**src/verilog/ptimer_defs.svh**
```systemverilog
// Register offsets, field positions, reset values and clock-division counts for the timer.
`ifndef PTIMER_DEFS_SVH
`define PTIMER_DEFS_SVH
// Word offsets on the register bus (byte address = 4 x index).
`define OFS_PIN_ROUTE 4'h0
`define OFS_CTRL0 4'h1
`define OFS_CTRL1 4'h2
`define OFS_CNT_LOW 4'h3
`define OFS_CNT_HIGH 4'h4
`define OFS_CMPA_LOW 4'h5
`define OFS_CMPA_HIGH 4'h6
`define OFS_CMPP_LOW 4'h7
`define OFS_CMPP_HIGH 4'h8
`define OFS_FLAGS 4'h9
// Field positions.
`define BIT_CLK_OUT_ROUTE 7
`define BIT_TIMER1_ROUTE 1
`define BIT_TIMER0_ROUTE 0
`define BIT_PAUSE 7
`define BIT_ENABLE 3
`define MASK_PIN_ROUTE 8'h83
`define MASK_CTRL0 8'hf8
`define MASK_HIGH 8'h03
`define RESET_BYTE 8'h00
// Clock divisions.
`define DIV_SYS4 4
`define DIV_H16 16
`define DIV_H64 64
`endif

```
**src/verilog/ptimer_pkg.sv**
```systemverilog
// Types shared by the timer design files.
package ptimer_pkg;
  typedef enum logic [1:0] {
    mode_compare = 2'b00,
    mode_capture = 2'b01,
    mode_pwm = 2'b10,
    mode_timer = 2'b11
  } mode_type;
  typedef enum logic [2:0] {
    clk_sys4 = 3'b000,
    clk_sys = 3'b001,
    clk_h16 = 3'b010,
    clk_h64 = 3'b011,
    clk_tbc = 3'b100,
    clk_h = 3'b101,
    clk_ext_rise = 3'b110,
    clk_ext_fall = 3'b111
  } clk_sel_type;
endpackage : ptimer_pkg

```
**src/verilog/tick_if.sv**
```systemverilog
// Carrier for the counting tick between the clock selector and the timer core.
`timescale 1ns/1ps
interface tick_if;
  logic tick;
  modport src (output tick);
  modport dst (input tick);
endinterface : tick_if

```
**src/verilog/tick_gen.sv**
```systemverilog
// Counter clock source selector producing a one-cycle tick.
`timescale 1ns/1ps
`include "ptimer_defs.svh"
module tick_gen
  import ptimer_pkg::*;
(
  // Clocking.
  input wire logic mclk,
  input wire logic rstn,
  input wire logic ce,
  // Control.
  input wire logic [2:0] sel,
  input wire logic run,
  // Clock sources: h_en and tbc_en taken as synchronous enables, ext_in by its sampled edges.
  input wire logic h_en,
  input wire logic tbc_en,
  input wire logic ext_in,
  // Tick out.
  tick_if.src tk
);
  logic [5:0] sys_div_r;
  logic [5:0] h_div_r;
  logic ext_prev_r;
  logic tick_r;
  logic tick_nxt;

  // Free-running prescalers for the system and high clocks.
  always_ff @(posedge mclk) begin
    if (!rstn) begin
      sys_div_r <= 6'h00;
      h_div_r <= 6'h00;
      ext_prev_r <= 1'b0;
    end else if (ce) begin
      sys_div_r <= (sys_div_r == 6'(`DIV_SYS4 - 1)) ? 6'h00 : sys_div_r + 6'h01;
      if (h_en) begin
        h_div_r <= h_div_r + 6'h01;
      end
      ext_prev_r <= ext_in;
    end
  end

  always_comb begin
    tick_nxt = 1'b0;
    unique case (clk_sel_type'(sel))
      clk_sys4: tick_nxt = (sys_div_r == 6'h00);
      clk_sys: tick_nxt = 1'b1;
      clk_h16: tick_nxt = h_en && (h_div_r[3:0] == 4'(`DIV_H16 - 1));
      clk_h64: tick_nxt = h_en && (h_div_r == 6'(`DIV_H64 - 1));
      clk_tbc: tick_nxt = tbc_en;
      clk_h: tick_nxt = h_en;
      clk_ext_rise: tick_nxt = ext_in && !ext_prev_r;
      clk_ext_fall: tick_nxt = !ext_in && ext_prev_r;
    endcase
  end

  // Registered tick; gated by run so a stopped timer sees no edges.
  always_ff @(posedge mclk) begin
    if (!rstn) begin
      tick_r <= 1'b0;
    end else if (ce) begin
      tick_r <= tick_nxt && run;
    end
  end

  assign tk.tick = tick_r;
endmodule : tick_gen

```
**src/verilog/periodic_timer.sv**
```systemverilog
// Ten-bit periodic timer with Avalon-MM register access.
`timescale 1ns/1ps
`include "ptimer_defs.svh"
module periodic_timer
  import ptimer_pkg::*;
(
  // Clocking.
  input wire logic mclk,
  input wire logic rstn,
  input wire logic ce,
  // Avalon-MM slave.
  input wire logic [3:0] address,
  input wire logic read,
  input wire logic write,
  input wire logic [31:0] writedata,
  output logic [31:0] readdata,
  output logic waitrequest,
  // Clock sources.
  input wire logic h_en,
  input wire logic tbc_en,
  input wire logic ext_count_input,
  // Pin routing and output.
  output logic clk_out_route,
  output logic timer1_pin_route,
  output logic timer0_pin_route,
  output logic timer_output_pin,
  // Match flags.
  output logic match_a_flag,
  output logic match_p_flag
);
  ////////////////////////////////////////////////////////////////////////////
  logic [7:0] route_r;
  logic count_pause;
  logic [2:0] count_clk_select;
  logic timer_enable;
  logic [7:0] ctrl1_r;
  logic [7:0] hold_r;
  logic [9:0] count_r;
  logic [9:0] compare_a_value;
  logic [9:0] compare_p_value;
  logic en_prev_r;
  logic out_r;
  logic pulse_done_r;
  logic flag_a_r;
  logic flag_p_r;
  logic ack_r;
  logic [31:0] rdata_r;
  logic access;
  logic wr_now;
  logic en_rise;
  logic match_a;
  logic match_p;
  logic overflow;
  logic clr_hit;
  logic tick;
  mode_type operating_mode_sel;
  logic [1:0] output_function_sel;
  logic output_initial_level;
  logic output_invert;
  logic count_clear_select;
  tick_if tk ();

  // Control fields from the control registers.
  assign operating_mode_sel = mode_type'(ctrl1_r[7:6]);
  assign output_function_sel = ctrl1_r[5:4];
  assign output_initial_level = ctrl1_r[3];
  assign output_invert = ctrl1_r[2];
  assign count_clear_select = ctrl1_r[0];

  ////////////////////////////////////////////////////////////////////////////
  // Bus handshake: every access takes exactly one wait cycle, so the
  // registered read data is ready on the edge where waitrequest drops.
  // Waitrequest comes from its own flop, reset high, so the bus stalls
  // until the block is out of reset and no gate sits on the output.
  assign access = (read || write) && !ack_r;
  assign wr_now = write && ack_r;

  always_ff @(posedge mclk) begin
    if (!rstn) begin
      ack_r <= 1'b0;
      waitrequest <= 1'b1;
    end else if (ce) begin
      ack_r <= access;
      waitrequest <= !access;
    end
  end

  // Pack a value into the low bits of a bus word.
  function automatic logic [31:0] word8(input logic [7:0] v);
    word8 = {24'h000000, v};
  endfunction : word8

  // Read mux with zero reserved bits.
  always_ff @(posedge mclk) begin
    if (!rstn) begin
      rdata_r <= 32'h00000000;
    end else if (ce && access && read) begin
      unique case (address)
        `OFS_PIN_ROUTE: rdata_r <= word8(route_r & `MASK_PIN_ROUTE);
        `OFS_CTRL0: rdata_r <= word8({count_pause, count_clk_select, timer_enable, 3'b000});
        `OFS_CTRL1: rdata_r <= word8(ctrl1_r);
        // Low bytes read the holding buffer.
        `OFS_CNT_LOW, `OFS_CMPA_LOW, `OFS_CMPP_LOW: rdata_r <= word8(hold_r);
        `OFS_CNT_HIGH: rdata_r <= word8({6'h00, count_r[9:8]});
        `OFS_CMPA_HIGH: rdata_r <= word8({6'h00, compare_a_value[9:8]});
        `OFS_CMPP_HIGH: rdata_r <= word8({6'h00, compare_p_value[9:8]});
        `OFS_FLAGS: rdata_r <= word8({6'h00, flag_p_r, flag_a_r});
        default: rdata_r <= 32'h00000000;
      endcase
    end
  end

  assign readdata = rdata_r;

  ////////////////////////////////////////////////////////////////////////////
  // Pin routing register.
  always_ff @(posedge mclk) begin
    if (!rstn) begin
      route_r <= `RESET_BYTE;
    end else if (ce && wr_now && address == `OFS_PIN_ROUTE) begin
      route_r <= writedata[7:0] & `MASK_PIN_ROUTE;
    end
  end

  // Routing outputs are registered copies; one cycle of lag is harmless
  // because pin sharing is set up once, long before the pins are used.
  always_ff @(posedge mclk) begin
    if (!rstn) begin
      clk_out_route <= 1'b0;
      timer1_pin_route <= 1'b0;
      timer0_pin_route <= 1'b0;
    end else if (ce) begin
      clk_out_route <= route_r[`BIT_CLK_OUT_ROUTE];
      timer1_pin_route <= route_r[`BIT_TIMER1_ROUTE];
      timer0_pin_route <= route_r[`BIT_TIMER0_ROUTE];
    end
  end

  // Control register writes land on the acknowledge edge.
  always_ff @(posedge mclk) begin
    if (!rstn) begin
      count_pause <= 1'b0;
      count_clk_select <= 3'b000;
      timer_enable <= 1'b0;
      ctrl1_r <= `RESET_BYTE;
    end else if (ce && wr_now) begin
      if (address == `OFS_CTRL0) begin
        count_pause <= writedata[`BIT_PAUSE];
        count_clk_select <= writedata[6:4];
        timer_enable <= writedata[`BIT_ENABLE];
      end
      if (address == `OFS_CTRL1) begin
        ctrl1_r <= writedata[7:0];
      end
    end
  end

  ////////////////////////////////////////////////////////////////////////////
  // Holding buffer, shared by all three pairs; a mixed sequence across
  // pairs corrupts coherence, which software must avoid. A high read
  // snaps the low byte on the same edge that samples the high byte, so
  // a carry between the two halves can never tear the value.
  always_ff @(posedge mclk) begin
    if (!rstn) begin
      hold_r <= `RESET_BYTE;
    end else if (ce) begin
      if (wr_now && (address == `OFS_CMPA_LOW || address == `OFS_CMPP_LOW)) begin
        hold_r <= writedata[7:0];
      end else if (access && read) begin
        unique case (address)
          `OFS_CNT_HIGH: hold_r <= count_r[7:0];
          `OFS_CMPA_HIGH: hold_r <= compare_a_value[7:0];
          `OFS_CMPP_HIGH: hold_r <= compare_p_value[7:0];
          default: hold_r <= hold_r;
        endcase
      end
    end
  end

  // High write copies buffer to low.
  always_ff @(posedge mclk) begin
    if (!rstn) begin
      compare_a_value <= 10'h000;
      compare_p_value <= 10'h000;
    end else if (ce && wr_now) begin
      if (address == `OFS_CMPA_HIGH) begin
        compare_a_value <= {writedata[1:0], hold_r};
      end
      if (address == `OFS_CMPP_HIGH) begin
        compare_p_value <= {writedata[1:0], hold_r};
      end
    end
  end

  ////////////////////////////////////////////////////////////////////////////
  // Clock source selection.
  tick_gen tick_gen_inst (
    .mclk(mclk),
    .rstn(rstn),
    .ce(ce),
    .sel(count_clk_select),
    .run(timer_enable && !count_pause),
    .h_en(h_en),
    .tbc_en(tbc_en),
    .ext_in(ext_count_input),
    .tk(tk)
  );

  assign tick = tk.tick;

  // Enable edge detection; the flop resets low like the enable bit, so
  // no false rise follows reset.
  always_ff @(posedge mclk) begin
    if (!rstn) begin
      en_prev_r <= 1'b0;
    end else if (ce) begin
      en_prev_r <= timer_enable;
    end
  end

  assign en_rise = timer_enable && !en_prev_r;

  // Full ten-bit comparators.
  // A zero period value disables the P match so overflow can take over.
  assign match_a = tick && (count_r == compare_a_value);
  assign match_p = tick && (compare_p_value != 10'h000) && (count_r == compare_p_value);
  assign overflow = tick && (count_r == 10'h3ff);

  assign clr_hit = count_clear_select ? match_a : (match_p || (compare_p_value == 10'h000
                   && overflow));

  // Counter; only enable rise clears it from software.
  // The tick arrives one cycle after its source event, so the first
  // count after an enable rise lands two cycles later.
  always_ff @(posedge mclk) begin
    if (!rstn) begin
      count_r <= 10'h000;
    end else if (ce) begin
      if (en_rise) begin
        count_r <= 10'h000;
      end else if (tick) begin
        // Pause or disable gate the tick, holding the value.
        count_r <= clr_hit ? 10'h000 : count_r + 10'h001;
      end
    end
  end

  // Sticky flags; a new match wins over a clear by writing one.
  // Write-one-to-clear lets software drop one flag without touching
  // the other.
  always_ff @(posedge mclk) begin
    if (!rstn) begin
      flag_a_r <= 1'b0;
      flag_p_r <= 1'b0;
    end else if (ce) begin
      if (match_a) begin
        flag_a_r <= 1'b1;
      end else if (wr_now && address == `OFS_FLAGS && writedata[0]) begin
        flag_a_r <= 1'b0;
      end
      if (match_p && !count_clear_select) begin
        flag_p_r <= 1'b1;
      end else if (wr_now && address == `OFS_FLAGS && writedata[1]) begin
        flag_p_r <= 1'b0;
      end
    end
  end

  assign match_a_flag = flag_a_r;
  assign match_p_flag = flag_p_r;

  ////////////////////////////////////////////////////////////////////////////
  // Output level before polarity; mode decides the behaviour.
  always_ff @(posedge mclk) begin
    if (!rstn) begin
      out_r <= 1'b0;
      pulse_done_r <= 1'b0;
    end else if (ce) begin
      unique case (operating_mode_sel)
        mode_compare: begin
          if (en_rise) begin
            out_r <= output_initial_level;
          end else if (match_a) begin
            unique case (output_function_sel)
              2'b00: out_r <= out_r;
              2'b01: out_r <= 1'b0;
              2'b10: out_r <= 1'b1;
              2'b11: out_r <= !out_r;
            endcase
          end
        end
        mode_pwm: begin
          // Active level follows output control bit.
          if (en_rise) begin
            pulse_done_r <= 1'b0;
          end
          unique case (output_function_sel)
            2'b00: out_r <= !output_initial_level;
            2'b01: out_r <= output_initial_level;
            2'b10: begin
              if (match_p || (tick && count_r == 10'h000)) begin
                out_r <= output_initial_level;
              end else if (match_a) begin
                out_r <= !output_initial_level;
              end
            end
            2'b11: begin
              if (en_rise) begin
                out_r <= output_initial_level;
              end else if (match_a || !timer_enable) begin
                out_r <= !output_initial_level;
                pulse_done_r <= 1'b1;
              end else if (!pulse_done_r && timer_enable) begin
                out_r <= output_initial_level;
              end
            end
          endcase
        end
        // Timer and capture modes leave the pin function to software.
        mode_capture, mode_timer: out_r <= out_r;
      endcase
    end
  end

  // Polarity inversion, not in timer mode.
  // Applied last so compare and pulse modes see it alike.
  always_ff @(posedge mclk) begin
    if (!rstn) begin
      timer_output_pin <= 1'b0;
    end else if (ce) begin
      timer_output_pin <= (output_invert && operating_mode_sel != mode_timer) ? !out_r : out_r;
    end
  end
endmodule : periodic_timer

```
**config.mk**
```make
export PLATFORM = sky130hd
export DESIGN_NAME = periodic_timer
export DESIGN_NICKNAME = d
export VERILOG_FILES = /design/src/verilog/ptimer_pkg.sv /design/src/verilog/tick_if.sv /design/src/verilog/tick_gen.sv /design/src/verilog/periodic_timer.sv
export VERILOG_INCLUDE_DIRS = /design/src /design/src/verilog
export SDC_FILE = /design/constraint.sdc
export NUM_CORES = 1
export LEC_CHECK = 0
export BUFFER_PORTS_ARGS = -buffer_cell sky130_fd_sc_hd__buf_2
export CAP_MARGIN = 5
export CORE_MARGIN = 4
export CORE_UTILIZATION = 30
export CTS_CLUSTER_DIAMETER = 30
export CTS_CLUSTER_SIZE = 28
export DETAILED_ROUTE_END_ITERATION = 6
export GPL_TIMING_DRIVEN = 0
export PLACE_DENSITY = 0.47
export SYNTH_ARGS = -nofsm -noshare
export SYNTH_HDL_FRONTEND = slang
export SYNTH_HIERARCHICAL = 1
export SYNTH_SLANG_ARGS = --single-unit
```
**constraint.sdc**
```tcl
create_clock -name mclk -period 2.3 [get_ports mclk]
set_clock_uncertainty 0.2 [all_clocks]
set_input_delay 0.23 -clock mclk [delete_from_list [all_inputs] [get_ports mclk]]
set_output_delay 0.23 -clock mclk [all_outputs]
set_load 0.05 [all_outputs]
```
* Word-level counts from Yosys, hierarchy flattened
Index checks and enable logic that the tools add are counted.
Cells by class: equal/unequal tests 33, div/mod/pow operators 0, muxes and demuxes 29, add/sub/neg operators 3, bitwise operators 1, reductions and logical operators 69, $mul 0, magnitude comparators 0, shifts and indexed selects 0
Operator list (count):
- $pmux 8 s8 | 1
- $mux 10 | 3
- $logic_and 1x1->1 | 27
- $pmux 8 s3 | 1
- $eq 10x10->1 | 2
- $logic_not 10->1 | 2
- $reduce_and 2->1 | 9
- $mux 1 | 17
- $eq 4x3->1 const B | 4
- $mux 8 | 2
- $add 6x1->6 const B | 2
- $eq 3x3->1 const B | 4
- $eq 4x4->1 const B | 3
- $logic_not 1->1 | 11
- $add 10x1->10 const B | 1
- $eq 10x10->1 const B | 1
- $reduce_bool 10->1 | 1
- $eq 2x2->1 const B | 4
- $eq 4x2->1 const B | 2
- $pmux 1 s8 | 1
- $reduce_bool 2->1 | 4
- $eq 3x2->1 const B | 2
- $eq 6x2->1 const B | 1
- $eq 6x6->1 const B | 1
- other kinds (22) | 29
Storage, ports and cells: word-level logic and storage cells 160, memories 0, input port bits 44, bits in read-only memories 0, bits in latches 0, register bits 111, RAM bits 0, output and inout port bits 39

* Logic depth before layout (Yosys ltp)
depth after elaboration 8, depth in mapped cells 8

* By module
Netlist, hierarchy kept.
Modules (own cells, without submodules):
- periodic_timer | cells each 476, seq. area each 1461.4 um^2, area each 4222.8 um^2, instances 1
- tick_gen | cells each 79, seq. area each 280.3 um^2, area each 698.2 um^2, instances 1

* Worst setup path before layout
No wires, ideal clock.
path type reg2reg, start point reg count_r[1], end point reg count_r[7], cell stages (with the launch flop) 8, setup slack 96 ps, required time 1959 ps, period minus slack after synthesis 2204 ps, arrival time 1863 ps, setup time 141 ps, cell sequence dfxtp_1 > ha_1 > nand3_1 > or2_2 > nor4_1 > o31ai_4 > nand2_1 > o311ai_0
Between the ends: longest elaborated chain between the ends 8, elaborated cells between the ends (all ways) 13, those cells by class add/sub (1); eq/ne (3); mux (4); reduce/logical (5)
RTL lines:
- start, declared | line periodic_timer.sv:38 | logic [9:0] count_r;
- start signal, assigned | line periodic_timer.sv:243 | count_r <= clr_hit ? 10'h000 : count_r + 10'h001;
- branches (longest 5 deep; another with $add 10x1->10)
- $mux 10 * | line periodic_timer.sv:243
- $mux 10 * | line periodic_timer.sv:241 | end else if (tick) begin
- $mux 10 * | line periodic_timer.sv:239 | if (en_rise) begin
Mark *: on every way between the ends. The select of a mux whose other input is x is not followed. A chain may end at the register's enable or synchronous reset.

* Final worst setup path
start point reg count_r[8], end point reg out_r
Between the ends: longest elaborated chain between the ends 7, elaborated cells between the ends (all ways) 17, those cells by class eq/ne (5); mux (5); reduce/logical (7)
RTL lines:
- $eq 10x10->1 | line periodic_timer.sv:225 | assign match_a = tick && (count_r == compare_a_value);
- $logic_and 1x1->1 | line periodic_timer.sv:225
- $logic_or 1x1->1 | line periodic_timer.sv:310 | end else if (match_a || !timer_enable) begin
- $mux 1 | line periodic_timer.sv:310
- $mux 1 | line periodic_timer.sv:308 | if (en_rise) begin
- $pmux 1 s4 | line periodic_timer.sv:297 | unique case (output_function_sel)
- $pmux 1 s2 | line periodic_timer.sv:279 | unique case (operating_mode_sel)
- end signal, assigned | line periodic_timer.sv:298 | 2'b00: out_r <= !output_initial_level;
- end signal, assigned | line periodic_timer.sv:309 | out_r <= output_initial_level;
- end signal, assigned | line periodic_timer.sv:311 | out_r <= !output_initial_level;
- end, declared | line periodic_timer.sv:42 | logic out_r;
Several ways; a longest one is shown, not always the timed one.

==> flow_summary_export.csv <==
group,metric,value,unit
run,drv.max_cap_violation_count,0,
setup_path,worstSetupStartpointType,"flip-flop",
setup_path,critical_path_class,"reg2reg",
routing,detail_route.vias_per_cell,4.92,
timing,finalCriticalPeriod,2.28,ns
setup_path,critPathMaxFanout,8,
logic_synthesis,ys_async_sr_fraction,0,
power,power.density,569,nW/µm²
floorplan,pin_count,83,
global_routing,grt_max_degree,15,
placed_design,gp_congestion,0.903,
placed_design,detailedPlacementHpwl,10700,µm
setup_path,critical_path.top_delay_family,"simple AND/OR/NAND/NOR gates",
routing,route.final.wire_length,14200,µm
finish,post_route_cells_drive_above_1_share,0.223,
timing,period_share,0.990,
routing,route.detailed.drc,0,
setup_path,delay_of_the_slowest_cell_on_the_worst_path,0.42,ns
finish,multi_input_comb_area,3100,µm²
floorplan,die_y_extent,136,µm
clocking,cts_max_level,3,
timing,worst_pin_slew,1.03,ns
finish,area.sequential,1750,µm²
finish,num-nets-final,681,
power,comb_power_share,0.091,
timing,fin_tns_setup,0,ns
setup_path,worst_ep_arrival_time,2.31,ns
routing,vias,4201,
global_routing,first_pass_grt_wire_length,22000,µm
routing,first_iteration_detailed_routing_drc_count,232,
timing,timing.hold.ws,0.00818,ns
logic_synthesis,ys_types,69,
power,clockPowerShare,0.470,
finish,post-route-util,0.383,
floorplan,core_area,16000,µm²
clocking,clock_input_transition_at_the_sequential_cells_of_the_worst_setup_and_hold_paths,0.07,ns
timing,grt_setup_unrepaired,"true",
clocking,tritoncts,"yes",
power,power.leakage,2.17,nW
finish,area_growth,24.5,%
logic_synthesis,post_synth_instance_area,4920,µm²
timing,maxSlewHeadroom,0.310,
global_routing,antenna_found_initial,0,
finish,fillers,1650,
timing,setup_viol,0,
timing,final-max-slew-violation-count,0,
finish,n_antenna_cell,0,
setup_path,crit_path_start,"count_r[8]",
logic_synthesis,ys_seq_elements,87,
setup_path,reg2reg_to,"out_r",
setup_path,path_cells,"buf_6 > xor2_2 > nand4bb_1 > or3_4 > a31o_4 > or2_0 > o311a_1",
clocking,worstSkewPairLatency,0.35,ns
setup_path,crit_required,2.34,ns
floorplan,floorplan.initialDensity,0.308,
logic_synthesis,synth-edff-count,0,
power,p_int,2.63,mW
global_routing,grt.total_usage,0.155,
power,fin_total_pwr,3.48,mW
routing,postRouteAntennaNets,0,
clocking,cts_root_buf,"sky130_fd_sc_hd__clkbuf_16",
global_routing,via_count_of_the_first_global_routing_pass,3951,
setup_path,crit_path_end,"out_r",
setup_path,r2r_setup_slack,0.02,ns
hold_path,type_of_the_worst_min_delay_path,"in2reg",
clocking,numClockSinks,87,
global_routing,globalRouteOverflowTotal,0,
clocking,max-clock-path-buffers,2,
setup_path,crit_path_end_kind,"flip-flop",
power,p_seq_frac,0.439,
setup_path,worst-r2r-cell-count,7,
timing,timing.fmax,0.439,GHz
clocking,cts-buffers-inserted,9,
floorplan,floorplan.die_area,18500,µm²
power,max-vdd-ir-drop,0.333,mV
floorplan,die_w,136,µm
setup_path,timing.critical_path.slowest_stage_cell,"sky130_fd_sc_hd__or3_4",
setup_path,reg2reg_from,"count_r[8]",
timing,hold_viol_final,0,
routing,firstDrtPassIters,6,
placed_design,portBuffers,33,
setup_path,crit_cells,7,
logic_synthesis,instance_count_of_the_mapped_netlist,555,
logic_synthesis,dominantRegCellSynth,"sky130_fd_sc_hd__dfxtp_1",
logic_synthesis,synth.yosys.seq_area_share,0.354,
logic_synthesis,synth-warning-count,6,
setup_path,timing.critical_path.buf_inv,1,
power,total_switching_power,0.848,mW
outcome,result_of_the_run,"completed",
power,sw_frac_of_total,0.244,
floorplan,core.rowCount,46,
logic_synthesis,synth_area_per_cell,8.87,µm²
routing,drt_wl_cell,16.6,µm
worst reg2reg max path, cell delays in order, from the launching register on:
cell and delay (ns):
sky130_fd_sc_hd__dfxtp_1 0.31, sky130_fd_sc_hd__buf_6 0.14, sky130_fd_sc_hd__xor2_2 0.15, sky130_fd_sc_hd__nand4bb_1 0.19, sky130_fd_sc_hd__or3_4 0.42, sky130_fd_sc_hd__a31o_4 0.24
sky130_fd_sc_hd__or2_0 0.20, sky130_fd_sc_hd__o311a_1 0.32
power by group through the flow:
stage / combinational, mW / clock (mW) / sequential [mW]
2_1_floorplan: 0.228 / 0 / 1.57
3_3_place_gp: 0.309 / 0 / 1.56
3_5_place_dp: 0.310 / 0 / 1.56
4_1_cts: 0.313 / 1.69 / 1.53
5_1_grt: 0.340 / 1.73 / 1.53
6_report: 0.317 / 1.64 / 1.53
area by class of cell:
cell class	instances	area share
timing repair buffer	43	0.0407
tap	216	0.0441
inverter	13	0.00797
clock inverter	4	0.0127
multi-input combinational	421	0.507
sequential	87	0.286
buffer	57	0.0605
clock buffer	12	0.0419
how the worst min path moves through the flow:
stage,slack (ns),from,cells past startpoint,to
global route,0.03,writedata[6],3,count_clk_select[2]
CTS,0.001,writedata[4],3,count_clk_select[0]
global placement,0.26,pulse_done_r,2,pulse_done_r
finish,0.008,writedata[4],3,count_clk_select[0]
floorplan,0.20,writedata[0],2,route_r[0]
detailed placement,0.27,pulse_done_r,2,pulse_done_r
per-layer routing:
| layer | track usage | share of wire |
|---|---|---|
| met3 | 0.0255 | 0.050 |
| met4 | 0.0672 | 0.024 |
| met1 | 0.218 | 0.49 |
| met5 | 0 | 0 |
| met2 | 0.234 | 0.43 |
registers in the layout, summed over array words and instances (netlist names), 3 cells and up:
signal,cells
compare_a_value,10
compare_p_value,10
count_r,10
ctrl1_r,8
hold_r,8
readdata,8
tick_gen_inst/h_div_r,6
tick_gen_inst/sys_div_r,6
count_clk_select,3
route_r,3
placed cells by master (no fill, tap or decap), types with 6 or more instances in the layout:
cell type                   count
sky130_fd_sc_hd__a21oi_1        8
sky130_fd_sc_hd__a22oi_1        9
sky130_fd_sc_hd__a31oi_1        9
sky130_fd_sc_hd__and2_1        15
sky130_fd_sc_hd__buf_2         41
sky130_fd_sc_hd__buf_4         35
sky130_fd_sc_hd__buf_6          6
sky130_fd_sc_hd__clkbuf_1      13
sky130_fd_sc_hd__clkbuf_16      9
sky130_fd_sc_hd__conb_1        24
sky130_fd_sc_hd__dfxtp_1       81
sky130_fd_sc_hd__dfxtp_2        6
sky130_fd_sc_hd__inv_1         13
sky130_fd_sc_hd__mux2i_1       55
sky130_fd_sc_hd__nand2_1       44
sky130_fd_sc_hd__nand3_1       14
sky130_fd_sc_hd__nand4_1       14
sky130_fd_sc_hd__nor2_1        23
sky130_fd_sc_hd__nor2b_1       61
sky130_fd_sc_hd__nor4_1         6
sky130_fd_sc_hd__o21ai_0       18
sky130_fd_sc_hd__xnor2_1       14
sky130_fd_sc_hd__xnor2_2       12
through the flow:
stage	std cells	setup slack, ns	cell area [µm²]
2_1_floorplan	578	0.0958	5010
3_3_place_gp	827	-0.211	5440
3_5_place_dp	827	-0.214	5440
4_1_cts	847	-0.0107	5880
5_1_grt	853	-0.0367	6120
6_report	853	0.0230	6120
what timing repair did:
| action | CTS | global route |
|---|---|---|
| buffers inserted | 2 | 6 |
| resized for setup | 12 | 43 |
| pin swaps | 2 | 12 |
| endpoints found under the setup margin | 11 | 15 |
| hold buffers | 2 | 0 |
| hold endpoints to repair | 2 | 0 |
Yosys cell counts (2+ instances only):
cell | number | area share
sky130_fd_sc_hd__o311ai_0 | 2 | 0.0036
sky130_fd_sc_hd__buf_6 | 2 | 0.0046
sky130_fd_sc_hd__buf_4 | 25 | 0.038
sky130_fd_sc_hd__nand3b_1 | 4 | 0.0061
sky130_fd_sc_hd__nor3_1 | 4 | 0.0041
sky130_fd_sc_hd__a21boi_0 | 2 | 0.0031
sky130_fd_sc_hd__nand2b_1 | 5 | 0.0064
sky130_fd_sc_hd__xnor2_1 | 27 | 0.048
sky130_fd_sc_hd__o22ai_1 | 3 | 0.0038
sky130_fd_sc_hd__a211oi_1 | 2 | 0.0031
sky130_fd_sc_hd__nor4_1 | 8 | 0.010
sky130_fd_sc_hd__a21oi_1 | 8 | 0.0081
sky130_fd_sc_hd__o211ai_1 | 2 | 0.0031
sky130_fd_sc_hd__nand4_1 | 14 | 0.018
sky130_fd_sc_hd__or3_1 | 3 | 0.0038
sky130_fd_sc_hd__nor2b_1 | 61 | 0.078
sky130_fd_sc_hd__nand2_1 | 45 | 0.034
sky130_fd_sc_hd__ha_1 | 5 | 0.013
sky130_fd_sc_hd__and2b_1 | 4 | 0.0061
sky130_fd_sc_hd__buf_1 | 3 | 0.0023
sky130_fd_sc_hd__a22oi_1 | 9 | 0.014
sky130_fd_sc_hd__a31oi_1 | 10 | 0.013
sky130_fd_sc_hd__a2bb2oi_1 | 2 | 0.0036
sky130_fd_sc_hd__nor2_1 | 24 | 0.018
sky130_fd_sc_hd__buf_2 | 15 | 0.015
sky130_fd_sc_hd__or2_2 | 2 | 0.0025
sky130_fd_sc_hd__o21ai_0 | 18 | 0.018
sky130_fd_sc_hd__nor3b_1 | 2 | 0.0031
sky130_fd_sc_hd__inv_1 | 13 | 0.0099
sky130_fd_sc_hd__nand3_1 | 15 | 0.015
sky130_fd_sc_hd__dfxtp_1 | 87 | 0.35
sky130_fd_sc_hd__clkbuf_1 | 12 | 0.0092
sky130_fd_sc_hd__mux2i_1 | 55 | 0.11
sky130_fd_sc_hd__xor2_1 | 6 | 0.011
sky130_fd_sc_hd__a222oi_1 | 4 | 0.0081
sky130_fd_sc_hd__nor4b_2 | 2 | 0.0061
sky130_fd_sc_hd__o31ai_1 | 3 | 0.0046
sky130_fd_sc_hd__and3_1 | 2 | 0.0025
sky130_fd_sc_hd__and2_1 | 15 | 0.019
logic make-up after synthesis:
group,Yosys count,synth area share
DFF,87,0.354
xor gates and xnor gates,33,0.0587
muxes,55,0.112
buffers and inverters,70,0.0793
adders and majority gates,5,0.0127
and+or+nand+nor,221,0.258
AOI/OAI and AO/OA,83,0.125
other,1,0.000762
Note: power is estimated with default switching activity, not from simulation.
